[src/logic/vsd_pkg.sv]
// Shared constants and types for the display serial input and sync block.
package vsd_pkg;
  // ----------------------------------------
  // Sizes
  // ----------------------------------------
  localparam int SHIFT_W = 48;
  localparam int DIM_W = 10;
  localparam int SEG_W = 32;
  localparam int GRID_W = 3;
  // ----------------------------------------
  // Timing
  // ----------------------------------------
  localparam int CLK_MHZ = 25;
  localparam int BIT_TIME_NS = 160;
  localparam int BIT_CYC = (BIT_TIME_NS * CLK_MHZ) / 1000;
  localparam int SLOTS_PER_GRID = 1024;
  localparam logic [DIM_W-1:0] DIM_RESET = 10'h000;
  localparam logic [SEG_W-1:0] SEG_RESET = 32'h0000_0000;
  localparam logic [GRID_W-1:0] GRID_IDLE = 3'h7;
  localparam logic [1:0] GRID_LAST_DUP = 2'h1;
  localparam logic [1:0] GRID_LAST_TRI = 2'h2;
  // Word layout: bits 47:38 dimming, 37:34 unused, 33:32 grid select, 31:0 segment data for the selected grid slot.
  localparam int DIM_LSB = 38;
  localparam int GSEL_LSB = 32;

  typedef struct packed {
    logic sel;
    logic sclk;
    logic sdata;
  } vsd_serial_s;

  typedef struct packed {
    logic dim;
    logic sync1;
    logic sync2;
  } vsd_sync_s;
endpackage : vsd_pkg

[src/logic/vsd_core.sv]
// Serial input, duty and role selection, dimming and frame sync logic.
`timescale 1ns/1ns
// Contract
// - Ignore clock and data while select low.
// - Shift one bit per shift clock rise.
// - Data line high means bit one.
// - Duty select high gives two grids.
// - Duty select low gives three grids.
// - Role select high master, low slave.
// - Slave gates segments with dimming input.
// - Master uses internal 10-bit dimming generator.
// - Slave takes frame timing from sync inputs.
// - Drive dimming output with active pulse: own in master, input in slave.
// - Drive two sync outputs with frame timing.
// - Data counts between select rise and fall.
// - Reset clears state, segments low, grids high.
// - Grid outputs active low when scanned.
module vsd_core (
  input wire logic clk,
  input wire logic sys_rst,
  input wire vsd_pkg::vsd_serial_s ser_in,
  input wire logic duty_select,
  input wire logic role_select,
  input wire vsd_pkg::vsd_sync_s sync_in,
  output vsd_pkg::vsd_sync_s sync_out,
  output logic [vsd_pkg::SEG_W-1:0] anode_column_out,
  output logic [vsd_pkg::GRID_W-1:0] cathode_row_out
);
  // ----------------------------------------
  // Input synchronisers
  // ----------------------------------------
  logic [7:0] meta_r;
  logic [7:0] sync_r;
  logic sclk_d_r;
  logic [7:0] pins;
  assign pins = {ser_in.sel, ser_in.sclk, ser_in.sdata, duty_select, role_select,
                 sync_in.dim, sync_in.sync1, sync_in.sync2};
  // Static mode pins share the synchroniser, so a change takes effect two cycles later.
  always_ff @(posedge clk) begin
    meta_r <= pins;
    sync_r <= meta_r;
    sclk_d_r <= sync_r[6];
  end
  wire sel_s = sync_r[7];
  wire sclk_s = sync_r[6];
  wire data_s = sync_r[5];
  wire duplex = sync_r[4];
  wire master = sync_r[3];
  wire brightness_pulse_in_s = sync_r[2];
  wire sy1_s = sync_r[1];
  wire sy2_s = sync_r[0];

  // ----------------------------------------
  // Serial shift and latch
  // ----------------------------------------
  logic [vsd_pkg::SHIFT_W-1:0] shift_r;
  logic [5:0] bits_r;
  logic sel_d_r;
  logic [vsd_pkg::SEG_W-1:0] seg_lat_r [3];
  logic [vsd_pkg::DIM_W-1:0] dim_duty_r;
  wire sclk_rise = sclk_s && !sclk_d_r;
  wire shift_en = sel_s && sclk_rise;
  wire frame_end = sel_d_r && !sel_s;
  wire word_full = bits_r == 6'(vsd_pkg::SHIFT_W);
  wire [1:0] gsel = shift_r[vsd_pkg::GSEL_LSB +: 2];
  // Short frames are dropped so a glitch cannot corrupt the latches; an overlong frame latches its last 48 bits.
  always_ff @(posedge clk) begin
    if (sys_rst) begin
      shift_r <= '0;
      bits_r <= '0;
      sel_d_r <= 1'b0;
      dim_duty_r <= vsd_pkg::DIM_RESET;
      for (int i = 0; i < 3; i++) begin
        seg_lat_r[i] <= vsd_pkg::SEG_RESET;
      end
    end else begin
      sel_d_r <= sel_s;
      if (sel_s && !sel_d_r) begin
        bits_r <= '0;
      end else if (shift_en) begin
        shift_r <= {shift_r[vsd_pkg::SHIFT_W-2:0], data_s};
        if (!word_full) begin
          bits_r <= bits_r + 6'h01;
        end
      end
      if (frame_end && word_full && gsel != 2'h3) begin
        dim_duty_r <= shift_r[vsd_pkg::DIM_LSB +: vsd_pkg::DIM_W];
        seg_lat_r[gsel] <= shift_r[vsd_pkg::SEG_W-1:0];
      end
    end
  end

  // ----------------------------------------
  // Master timebase and dimming
  // ----------------------------------------
  logic [7:0] bit_cnt_r;
  logic [vsd_pkg::DIM_W-1:0] slot_r;
  logic [1:0] grid_r;
  wire bit_tick = bit_cnt_r == 8'(vsd_pkg::BIT_CYC - 1);
  wire [1:0] grid_last = duplex ? vsd_pkg::GRID_LAST_DUP : vsd_pkg::GRID_LAST_TRI;
  wire slot_wrap = bit_tick && slot_r == 10'(vsd_pkg::SLOTS_PER_GRID - 1);
  // The timebase runs in both roles so that a role change never restarts the scan.
  // Slot counting spans the full dimming range, so duty all ones leaves one dark slot.
  always_ff @(posedge clk) begin
    if (sys_rst) begin
      bit_cnt_r <= '0;
      slot_r <= '0;
      grid_r <= '0;
    end else begin
      bit_cnt_r <= bit_tick ? 8'h00 : bit_cnt_r + 8'h01;
      if (bit_tick) begin
        slot_r <= slot_r + 10'h001;
      end
      if (slot_wrap) begin
        grid_r <= (grid_r >= grid_last) ? 2'h0 : grid_r + 2'h1;
      end
    end
  end
  wire dim_gen = slot_r < dim_duty_r;

  // Sync pair encodes grid index; slave follows it directly, master ignores inputs.
  wire [1:0] grid_act = master ? grid_r : {sy1_s, sy2_s};
  wire dim_act = master ? dim_gen : brightness_pulse_in_s;

  // ----------------------------------------
  // Outputs
  // ----------------------------------------
  logic [vsd_pkg::GRID_W-1:0] grid_nxt;
  logic [vsd_pkg::SEG_W-1:0] seg_nxt;
  // In slave role only the segments follow the dimming input; the grid stays on for its slot.
  wire grid_ok = grid_act != 2'h3 && grid_act <= grid_last;
  wire grid_on = grid_ok && (dim_act || !master);
  wire seg_on = grid_ok && dim_act;
  always_comb begin
    grid_nxt = vsd_pkg::GRID_IDLE;
    seg_nxt = vsd_pkg::SEG_RESET;
    if (grid_on) begin
      grid_nxt[grid_act] = 1'b0;
    end
    if (seg_on) begin
      seg_nxt = seg_lat_r[grid_act];
    end
  end
  // Registered outputs keep the pins free of decode glitches.
  always_ff @(posedge clk) begin
    if (sys_rst) begin
      cathode_row_out <= vsd_pkg::GRID_IDLE;
      anode_column_out <= vsd_pkg::SEG_RESET;
      sync_out <= '0;
    end else begin
      cathode_row_out <= grid_nxt;
      anode_column_out <= seg_nxt;
      sync_out.dim <= dim_act;
      sync_out.sync1 <= grid_act[1];
      sync_out.sync2 <= grid_act[0];
    end
  end

  // ----------------------------------------
  // Checks
  // ----------------------------------------
  ignore_sel_a: assert property (@(posedge clk) disable iff (sys_rst) !sel_s |=> $stable(shift_r))
    else $error("shift register moved with select low");
  shift_bit_a: assert property (@(posedge clk) disable iff (sys_rst)
    shift_en |=> shift_r[0] == $past(data_s))
    else $error("shifted bit does not match data line");
  reset_out_a: assert property (@(posedge clk) sys_rst |=> cathode_row_out == vsd_pkg::GRID_IDLE
    && anode_column_out == vsd_pkg::SEG_RESET)
    else $error("outputs not at reset state");
  grid_low_a: assert property (@(posedge clk) disable iff (sys_rst)
    $countones(~cathode_row_out) <= 1)
    else $error("more than one grid active");
  duplex_grid_a: assert property (@(posedge clk) disable iff (sys_rst)
    duplex && master |-> grid_r != 2'h2)
    else $error("third grid used in duplex");
  triplex_grid_a: assert property (@(posedge clk) disable iff (sys_rst)
    grid_r != 2'h3)
    else $error("grid index out of range");
  slave_dim_a: assert property (@(posedge clk) disable iff (sys_rst)
    !master |=> sync_out.dim == $past(brightness_pulse_in_s))
    else $error("slave dimming does not follow input");
  master_dim_a: assert property (@(posedge clk) disable iff (sys_rst)
    master |=> sync_out.dim == $past(dim_gen))
    else $error("master dimming not from generator");
  sync_out_a: assert property (@(posedge clk) disable iff (sys_rst)
    1'b1 |=> {sync_out.sync1, sync_out.sync2} == $past(grid_act))
    else $error("sync outputs do not carry frame timing");
  latch_frame_a: assert property (@(posedge clk) disable iff (sys_rst)
    !frame_end |=> $stable(dim_duty_r))
    else $error("dimming latched outside a frame end");
  // A short frame still moves the shift register but never reaches the latches.
  drop_short_a: assert property (@(posedge clk) disable iff (sys_rst)
    frame_end && !word_full |=> $stable(dim_duty_r))
    else $error("short frame reached the dimming latch");
  latch_seg_a: assert property (@(posedge clk) disable iff (sys_rst) frame_end && word_full && gsel != 2'h3
    |=> seg_lat_r[$past(gsel)] == $past(shift_r[vsd_pkg::SEG_W-1:0]))
    else $error("segment word not latched at frame end");
  reset_sync_a: assert property (@(posedge clk) sys_rst |=> sync_out == '0)
    else $error("sync outputs not cleared by reset");
  seg_gate_a: assert property (@(posedge clk) disable iff (sys_rst)
    !dim_act |=> anode_column_out == vsd_pkg::SEG_RESET)
    else $error("segments lit outside the dimming pulse");
  // Grid index three is not a scan slot; it blanks the display.
  grid_high_a: assert property (@(posedge clk) disable iff (sys_rst)
    !grid_ok |=> cathode_row_out == vsd_pkg::GRID_IDLE)
    else $error("grid driven for an invalid index");
  slave_grid_a: assert property (@(posedge clk) disable iff (sys_rst)
    !master && grid_ok |=> cathode_row_out[$past(grid_act)] == 1'b0)
    else $error("slave grid not held for its slot");

  // ----------------------------------------
  // Coverage
  // ----------------------------------------
  cov_word: cover property (@(posedge clk) frame_end && word_full);
  cov_slave: cover property (@(posedge clk) !master && !cathode_row_out[0]);
  cov_wrap: cover property (@(posedge clk) slot_wrap && !duplex);
  cov_short: cover property (@(posedge clk) frame_end && !word_full);
  cov_blank: cover property (@(posedge clk) !master && !grid_ok);
endmodule : vsd_core

[config.mk]
export PLATFORM = sky130hd
export DESIGN_NAME = vsd_core
export DESIGN_NICKNAME = d
export VERILOG_FILES = /design/src/logic/vsd_pkg.sv /design/src/logic/vsd_core.sv
export SDC_FILE = /design/constraint.sdc
export NUM_CORES = 1
export LEC_CHECK = 0
export CAP_MARGIN = 0
export CORE_MARGIN = 2
export CORE_UTILIZATION = 59
export CTS_BUF_LIST = sky130_fd_sc_hd__clkbuf_4 sky130_fd_sc_hd__clkbuf_8
export CTS_CLUSTER_DIAMETER = 60
export DETAILED_ROUTE_END_ITERATION = 8
export DONT_BUFFER_PORTS = 1
export PLACE_DENSITY = 0.89
export SYNTH_ARGS = -nofsm -noshare
export SYNTH_HDL_FRONTEND = slang
export SYNTH_SLANG_ARGS = --single-unit
[constraint.sdc]
create_clock -name clk -period 2.4 [get_ports clk]
set_input_delay 0.24 -clock clk [delete_from_list [all_inputs] [get_ports clk]]
set_output_delay 0.24 -clock clk [all_outputs]
set_load 0.02 [all_outputs]
=== Yosys cells after proc, flatten, opt, wreduce, memory -nomap -nowiden ===
Memory sizes are Yosys's and may differ from the RTL's. A register that Yosys moved wholly into a read port is not among the register bits.
Cells that the tools add are included.

* Flip-flop bits (word level): 108
* Bits in latches: 0
* Bits in writable memories: 96
* Bits in read-only memories: 0
* Logic and storage cells: 71
* Memories: 1

{| class="wikitable"
|+ Memories
! name !! depth !! bits a word !! read ports !! clocked after Yosys merged registers in !! write ports !! RTL line !! text
|-
| seg_lat_r || 3 || 32 || 1 || 1 || 3 || vsd_core.sv:59 || <nowiki>logic [vsd_pkg::SEG_W-1:0] seg_lat_r [3];</nowiki>
|}

* Add/subtract/negate cells: 4
* Multiply operators: 0
* Div/mod/pow operators: 0
* $lt $le $gt $ge: 5
* Equal/unequal tests: 5
* Shift-type cells: 0
* Mux-type cells: 14
* Bitwise operators: 5
* Reduce and logical (&&, ||, !) cells: 23

{| class="wikitable"
|+ Operators by type and width
! kind !! count
|-
| $mux 32 || 1
|-
| $reduce_or 32->1 || 1
|-
| $logic_and 1x1->1 || 11
|-
| $add 10x1->10 const B || 1
|-
| $eq 10x10->1 const B || 1
|-
| $lt 10x10->1 || 1
|-
| $add 8x1->8 const B || 1
|-
| $eq 8x2->1 const B || 1
|-
| $mux 1 || 8
|-
| $mux 2 || 4
|-
| $reduce_or 2->1 || 4
|-
| $add 6x1->6 const B || 1
|-
| $eq 6x6->1 const B || 1
|-
| $logic_not 1->1 || 4
|-
| $ne 2x2->1 const B || 2
|-
| $not 1->1 || 4
|-
| $reduce_and 2->1 || 2
|-
| $lt 2x3->1 const B || 1
|-
| $not 3->3 || 1
|-
| $add 2x1->2 const B || 1
|-
| $demux 1 s2 || 1
|-
| $ge 2x1->1 const B || 1
|-
| $ge 2x2->1 || 1
|-
| $le 2x2->1 || 1
|-
| $logic_or 1x1->1 || 1
|}

=== Depth between registers and ports, before layout ===
* Depth in word-level cells: 9
* Mapped depth: 10
* Depth with buffers taken out: 7

=== Worst setup path before layout ===
Ideal clock, no wire load.

* Path type: register to register
* Start: reg sync_r[3]
* End: reg anode_column_out[10] (netlist name) (read register of seg_lat_r)
* Library setup time: 112 ps
* Data arrival time: 2471 ps
* Setup slack: -183 ps
* Cell stages (with the launch flop): 11
* Buffers on the path: 3
* Clock period less this slack: 2583 ps
* Cells stage by stage: dfxtp_1 -> buf_4 -> mux2i_1 -> inv_4 -> buf_6 -> ha_1 -> nor2b_1 -> a2bb2oi_1 -> or3_1 -> clkbuf_1 -> a2111oi_1

* Word-level cells in the longest chain between the ends: 6
* Elaborated cells between the ends (all ways): 8
* Those cells by class: order compare: 1; eq/ne: 1; mux: 2; bitwise: 1; reduce/logical: 3

{| class="wikitable"
|+ RTL lines
! what !! RTL line !! text
|-
| start: declaration || vsd_core.sv:33 || <nowiki>logic [7:0] sync_r;</nowiki>
|-
| start signal: assignment || vsd_core.sv:41 || <nowiki>sync_r <= meta_r;</nowiki>
|-
| $mux 2 * || vsd_core.sv:122 || <nowiki>wire [1:0] grid_act = master ? grid_r : {sy1_s, sy2_s};</nowiki>
|-
| net grid_act[1] || vsd_core.sv:122 ||
|-
| $le 2x2->1 / $ne 2x2->1 (equally long branches) || vsd_core.sv:131 || <nowiki>wire grid_ok = grid_act != 2'h3 && grid_act <= grid_last;</nowiki>
|-
| $logic_and 1x1->1 || vsd_core.sv:131 ||
|-
| $logic_and 1x1->1 || vsd_core.sv:133 || <nowiki>wire seg_on = grid_ok && dim_act;</nowiki>
|-
| $not 1->1 (no source line) || -- ||
|-
| $reduce_or 2->1 (no source line) || -- ||
|-
| end: declaration || vsd_core.sv:26 || <nowiki>output logic [vsd_pkg::SEG_W-1:0] anode_column_out,</nowiki>
|}

Mark *: on every way through the listed nets, which the timed path passes. The rest lies on a longest branch.
A chain may end at the register's enable or synchronous reset.

=== Worst setup path after layout ===
* Start: reg sync_r[3]
* End: reg anode_column_out[10] (netlist name) (read register of seg_lat_r)

* Word-level cells in the longest chain between the ends: 6
* Elaborated cells between the ends (all ways): 8
* Those cells by class: order compare: 1; eq/ne: 1; mux: 2; bitwise: 1; reduce/logical: 3

{| class="wikitable"
|+ RTL lines
! what !! RTL line
|-
| $mux 2 || vsd_core.sv:122
|-
| $le 2x2->1 / $ne 2x2->1 (equally long branches) || vsd_core.sv:131
|-
| $logic_and 1x1->1 || vsd_core.sv:131
|-
| $logic_and 1x1->1 || vsd_core.sv:133
|-
| $not 1->1 (no source line) || --
|-
| $reduce_or 2->1 (no source line) || --
|}

Parallel ways exist; a longest one is shown, timed or not.

==> results.toml <==
[run_status]
status = "finished clean"

[finish]
drive_above_1_share_pct = 17.4
fillers = 1132
diodes = 0
area_growth_pct = 13.7
fin_nets = 940
final_cell_area_sq_um = 12100

[critical_path]
cp.arrival_ps = 2720
r2r_end = "anode_column_out[10]"
startpoint_type = "flip-flop"
cpPeakStageDelay_ps = 400
r2r_cells = 8
r2r-start = "sync_r[3]"
path_buf_inv = 2
critPathRequiredTime_ps = 2830
cp_max_fo = 19
r2r_setup_slack_ps = 110
critPathKind = "reg2reg"
crit_chain = "mux2i_4, inv_4, ha_1, nor2b_1, a2bb2oi_1, or3_1, buf_6, a2111oi_1"
cp_top_family = "simple AND/OR/NAND/NOR gates"
endpoint_kind = "flip-flop"
slowest_stage = "dfxtp_1"

[timing]
rsz0062_at_grt = "true"
finalSetupViolations = 0
drv_slew = 0
timing.hold.ws_ps = 56.0
tightestPinTransition_ps = 719
finClkSkew_ps = 16.4
maxSlewHeadroom_pct = 51.9
max_clock_freq_ghz = 0.437
hold_viol_final = 0
finalSetupTns_ps = 0
fin_crit_sh_pct = 95.4
layout_setup_ws_ps = 110
post-route-min-period_ps = 2290

[clock_tree]
h-tree-depth = 2
clock_sinks = 268
cts_buffer_depth = 3
cts_tree = "done"
cts_made_buffers = 43
clock_latency_ps = 550
cts-root-buf = "clkbuf_8"
clk_pin_slew_worst_paths_ps = 60

[grt]
grt_overflow = 0
grt_pass1_wl_mm = 33.7
antenna_found_initial = 0
grt_max_degree = 79
grt_util_all_layers_pct = 21.8
grt_pass1_vias = 6690

[power_and_ir_drop]
power_frac_clock_pct = 43.2
switchingPower_w = 0.00204
power_density_nw_per_um2 = 776
pwr-share-comb_pct = 4.0
internal-power_w = 0.00735
ir_worst_vdd_v = 0.000505
switching_share_pct = 21.7
power_frac_seq_pct = 52.8
p_leak_nw = 4.46

[synth]
synth_mux_area_share_pct = 8.11
synth-compound-area-share_pct = 7.53
synth_edf_count = 128
synth_top_family_by_area = "simple AND/OR/NAND/NOR gates"
ys_types = 54
synth.area.top_cells = "edfxtp_1 36%, dfxtp_1 26%, mux4_2 6.8%, and2_1 5.7%, nand2_1 4.1%"
synthAdderAreaFrac_pct = 2.00
syn-cell-area_sq_um = 10600
synth_ff_type = "dfxtp_1"
synth.largest_area_cell = "edfxtp_1"
yosysWarnings = 0
syn_inst = 859
yosysSeqAreaShare_pct = 62.4
syn_avg_cell_area_sq_um = 12.4
synth_simple_gate_area_share_pct = 14.4
synth_seq_cells = 268
synth_top_area_share_pct = 36.1
synthArstFlopShare_pct = 0
synthXorXnorAreaFrac_pct = 1.40

[route]
ant_nets = 0
wl_mm = 20.6
avgViaCountPerCell = 5.58
drt-wirelength-per-cell_um = 17.5
via_count = 6565
drt_iter0_markers = 496
drt-pass1-iter-count = 5
drc = 0

[floorplanning]
die_area_sq_um = 19100
rows = 49
die_w_um = 138
start_util_pct = 59.7
num_io_pins = 48
coreArea_sq_um = 17800
die_y_um = 138

[worst_hold_path]
hp-start = "sys_rst"
min_path_cells = 2
hp-class = "in2reg"
worstHoldEndpoint = "bit_cnt_r[1]"

[placement]
port_buffers = 0
pre_cts_slack_ps = 52.7
gp_congestion = 0.793
dp_hpwl_mm = 11.9
dpl-instance-area_sq_um = 11000

[job]
cap_viol_max_count = 0
flip-flops by register name, indices dropped and copies added (netlist names):
signal            cells
grid_r                2
sel_d_r               1
dim_duty_r           10
anode_column_out     32
bits_r                6
cathode_row_out       3
bit_cnt_r             8
slot_r               10
seg_lat_r           128
sclk_d_r              1
sync_out              3
meta_r                8
shift_r              48
sync_r                8
cell families (layout without fill, tap and decap cells):
logic type / after synthesis / in the layout
and+or+nand+nor: 301 / 301
DFF: 268 / 268
AOI/OAI and AO/OA: 106 / 106
buffers and inverters: 104 / 162
muxes: 45 / 45
adders and majority gates: 17 / 17
xor gates and xnor gates: 17 / 17
other: 1 / 32
layer usage:
layer,GRT usage [%],share of wire (%)
met1,26.1,40
met2,38.4,51
met3,4.64,5.8
met4,9.08,2.7
met5,0,0
timing repair:
action | CTS | global route
setup endpoints to repair | 0 | 43
hold buffers | 9 | 0
resized for setup | 0 | 12
hold endpoints to repair | 89 | 0
setup buffers | 0 | 0
worst register-to-register path, stage by stage (launching register included):
cell,delay (ps)
dfxtp_1,400
mux2i_4,310
inv_4,40
ha_1,280
nor2b_1,140
a2bb2oi_1,130
or3_1,360
buf_6,210
a2111oi_1,310
cell usage after synthesis, drive strengths merged, types with 2 or more instances:
library cell,count
a211oi,2
or2,3
nor3,4
buf,13
mux2i,13
xnor2,10
xor2,7
a21o,4
nor2,36
nand2,115
and2,98
or3,2
and4,2
and3,3
nand3,7
mux4,32
ha,17
o2111ai,3
inv,53
nor4,3
edfxtp,128
or4,5
or4b,2
nand2b,3
clkbuf,38
nor3b,2
a21oi,54
o21ai,4
nand4,5
dfxtp,140
a2111oi,33
nor2b,6
placed cells by master (no fill, tap or decap), types with 16 or more instances in the layout:
cell type / synthesis / layout
a21oi_1: 54 / 54
clkbuf_4: 0 / 22
conb_1: 1 / 32
nor2_1: 36 / 35
dfxtp_1: 140 / 140
clkbuf_8: 0 / 52
buf_4: 1 / 16
ha_1: 17 / 17
a2111oi_2: 13 / 18
mux4_2: 32 / 32
inv_1: 52 / 52
edfxtp_1: 128 / 128
and2_1: 97 / 97
nand2_1: 115 / 115
worst max-delay path by stage:
stage | from | endpoint | slack (ps) | cells after the start
2_1_floorplan | sync_r[3] | anode_column_out[27] | 4 | 10
3_3_place_gp | sync_r[3] | anode_column_out[31] | 200 | 8
3_5_place_dp | sync_r[3] | anode_column_out[10] | 50 | 8
4_1_cts | sync_r[3] | anode_column_out[4] | 30 | 8
5_1_grt | sync_r[3] | anode_column_out[23] | 6 | 8
6_report | sync_r[3] | anode_column_out[10] | 110 | 8
layout make-up:
class,count,area [sq um],share of cell area (%)
Sequential cell,268,6650,54.9
Multi-Input combinational cell,518,3750,31.0
Clock buffer,74,881,7.28
Timing Repair Buffer,29,299,2.47
Tap cell,229,287,2.37
Inverter,53,201,1.66
Clock inverter,6,36.3,0.300
per-stage QoR:
stage | util, % | cells | power [W]
2_1_floorplan | - | 890 | 0.00531
3_3_place_gp | 61.9 | 1088 | 0.00537
3_5_place_dp | 61.9 | 1088 | 0.00538
4_1_cts | 67.6 | 1177 | 0.00944
5_1_grt | 67.8 | 1177 | 0.00968
6_report | 67.8 | 1177 | 0.00939
power by group through the flow:
stage / sequential [W] / clock (W) / combinational [W]
after floorplan: 0.00503 / 0 / 0.000273
after global placement: 0.00505 / 0 / 0.000320
after detailed placement: 0.00505 / 0 / 0.000329
after CTS: 0.00496 / 0.00412 / 0.000366
after global routing: 0.00496 / 0.00431 / 0.000407
final: 0.00496 / 0.00406 / 0.000374
Power figures use the tool's default switching activity.
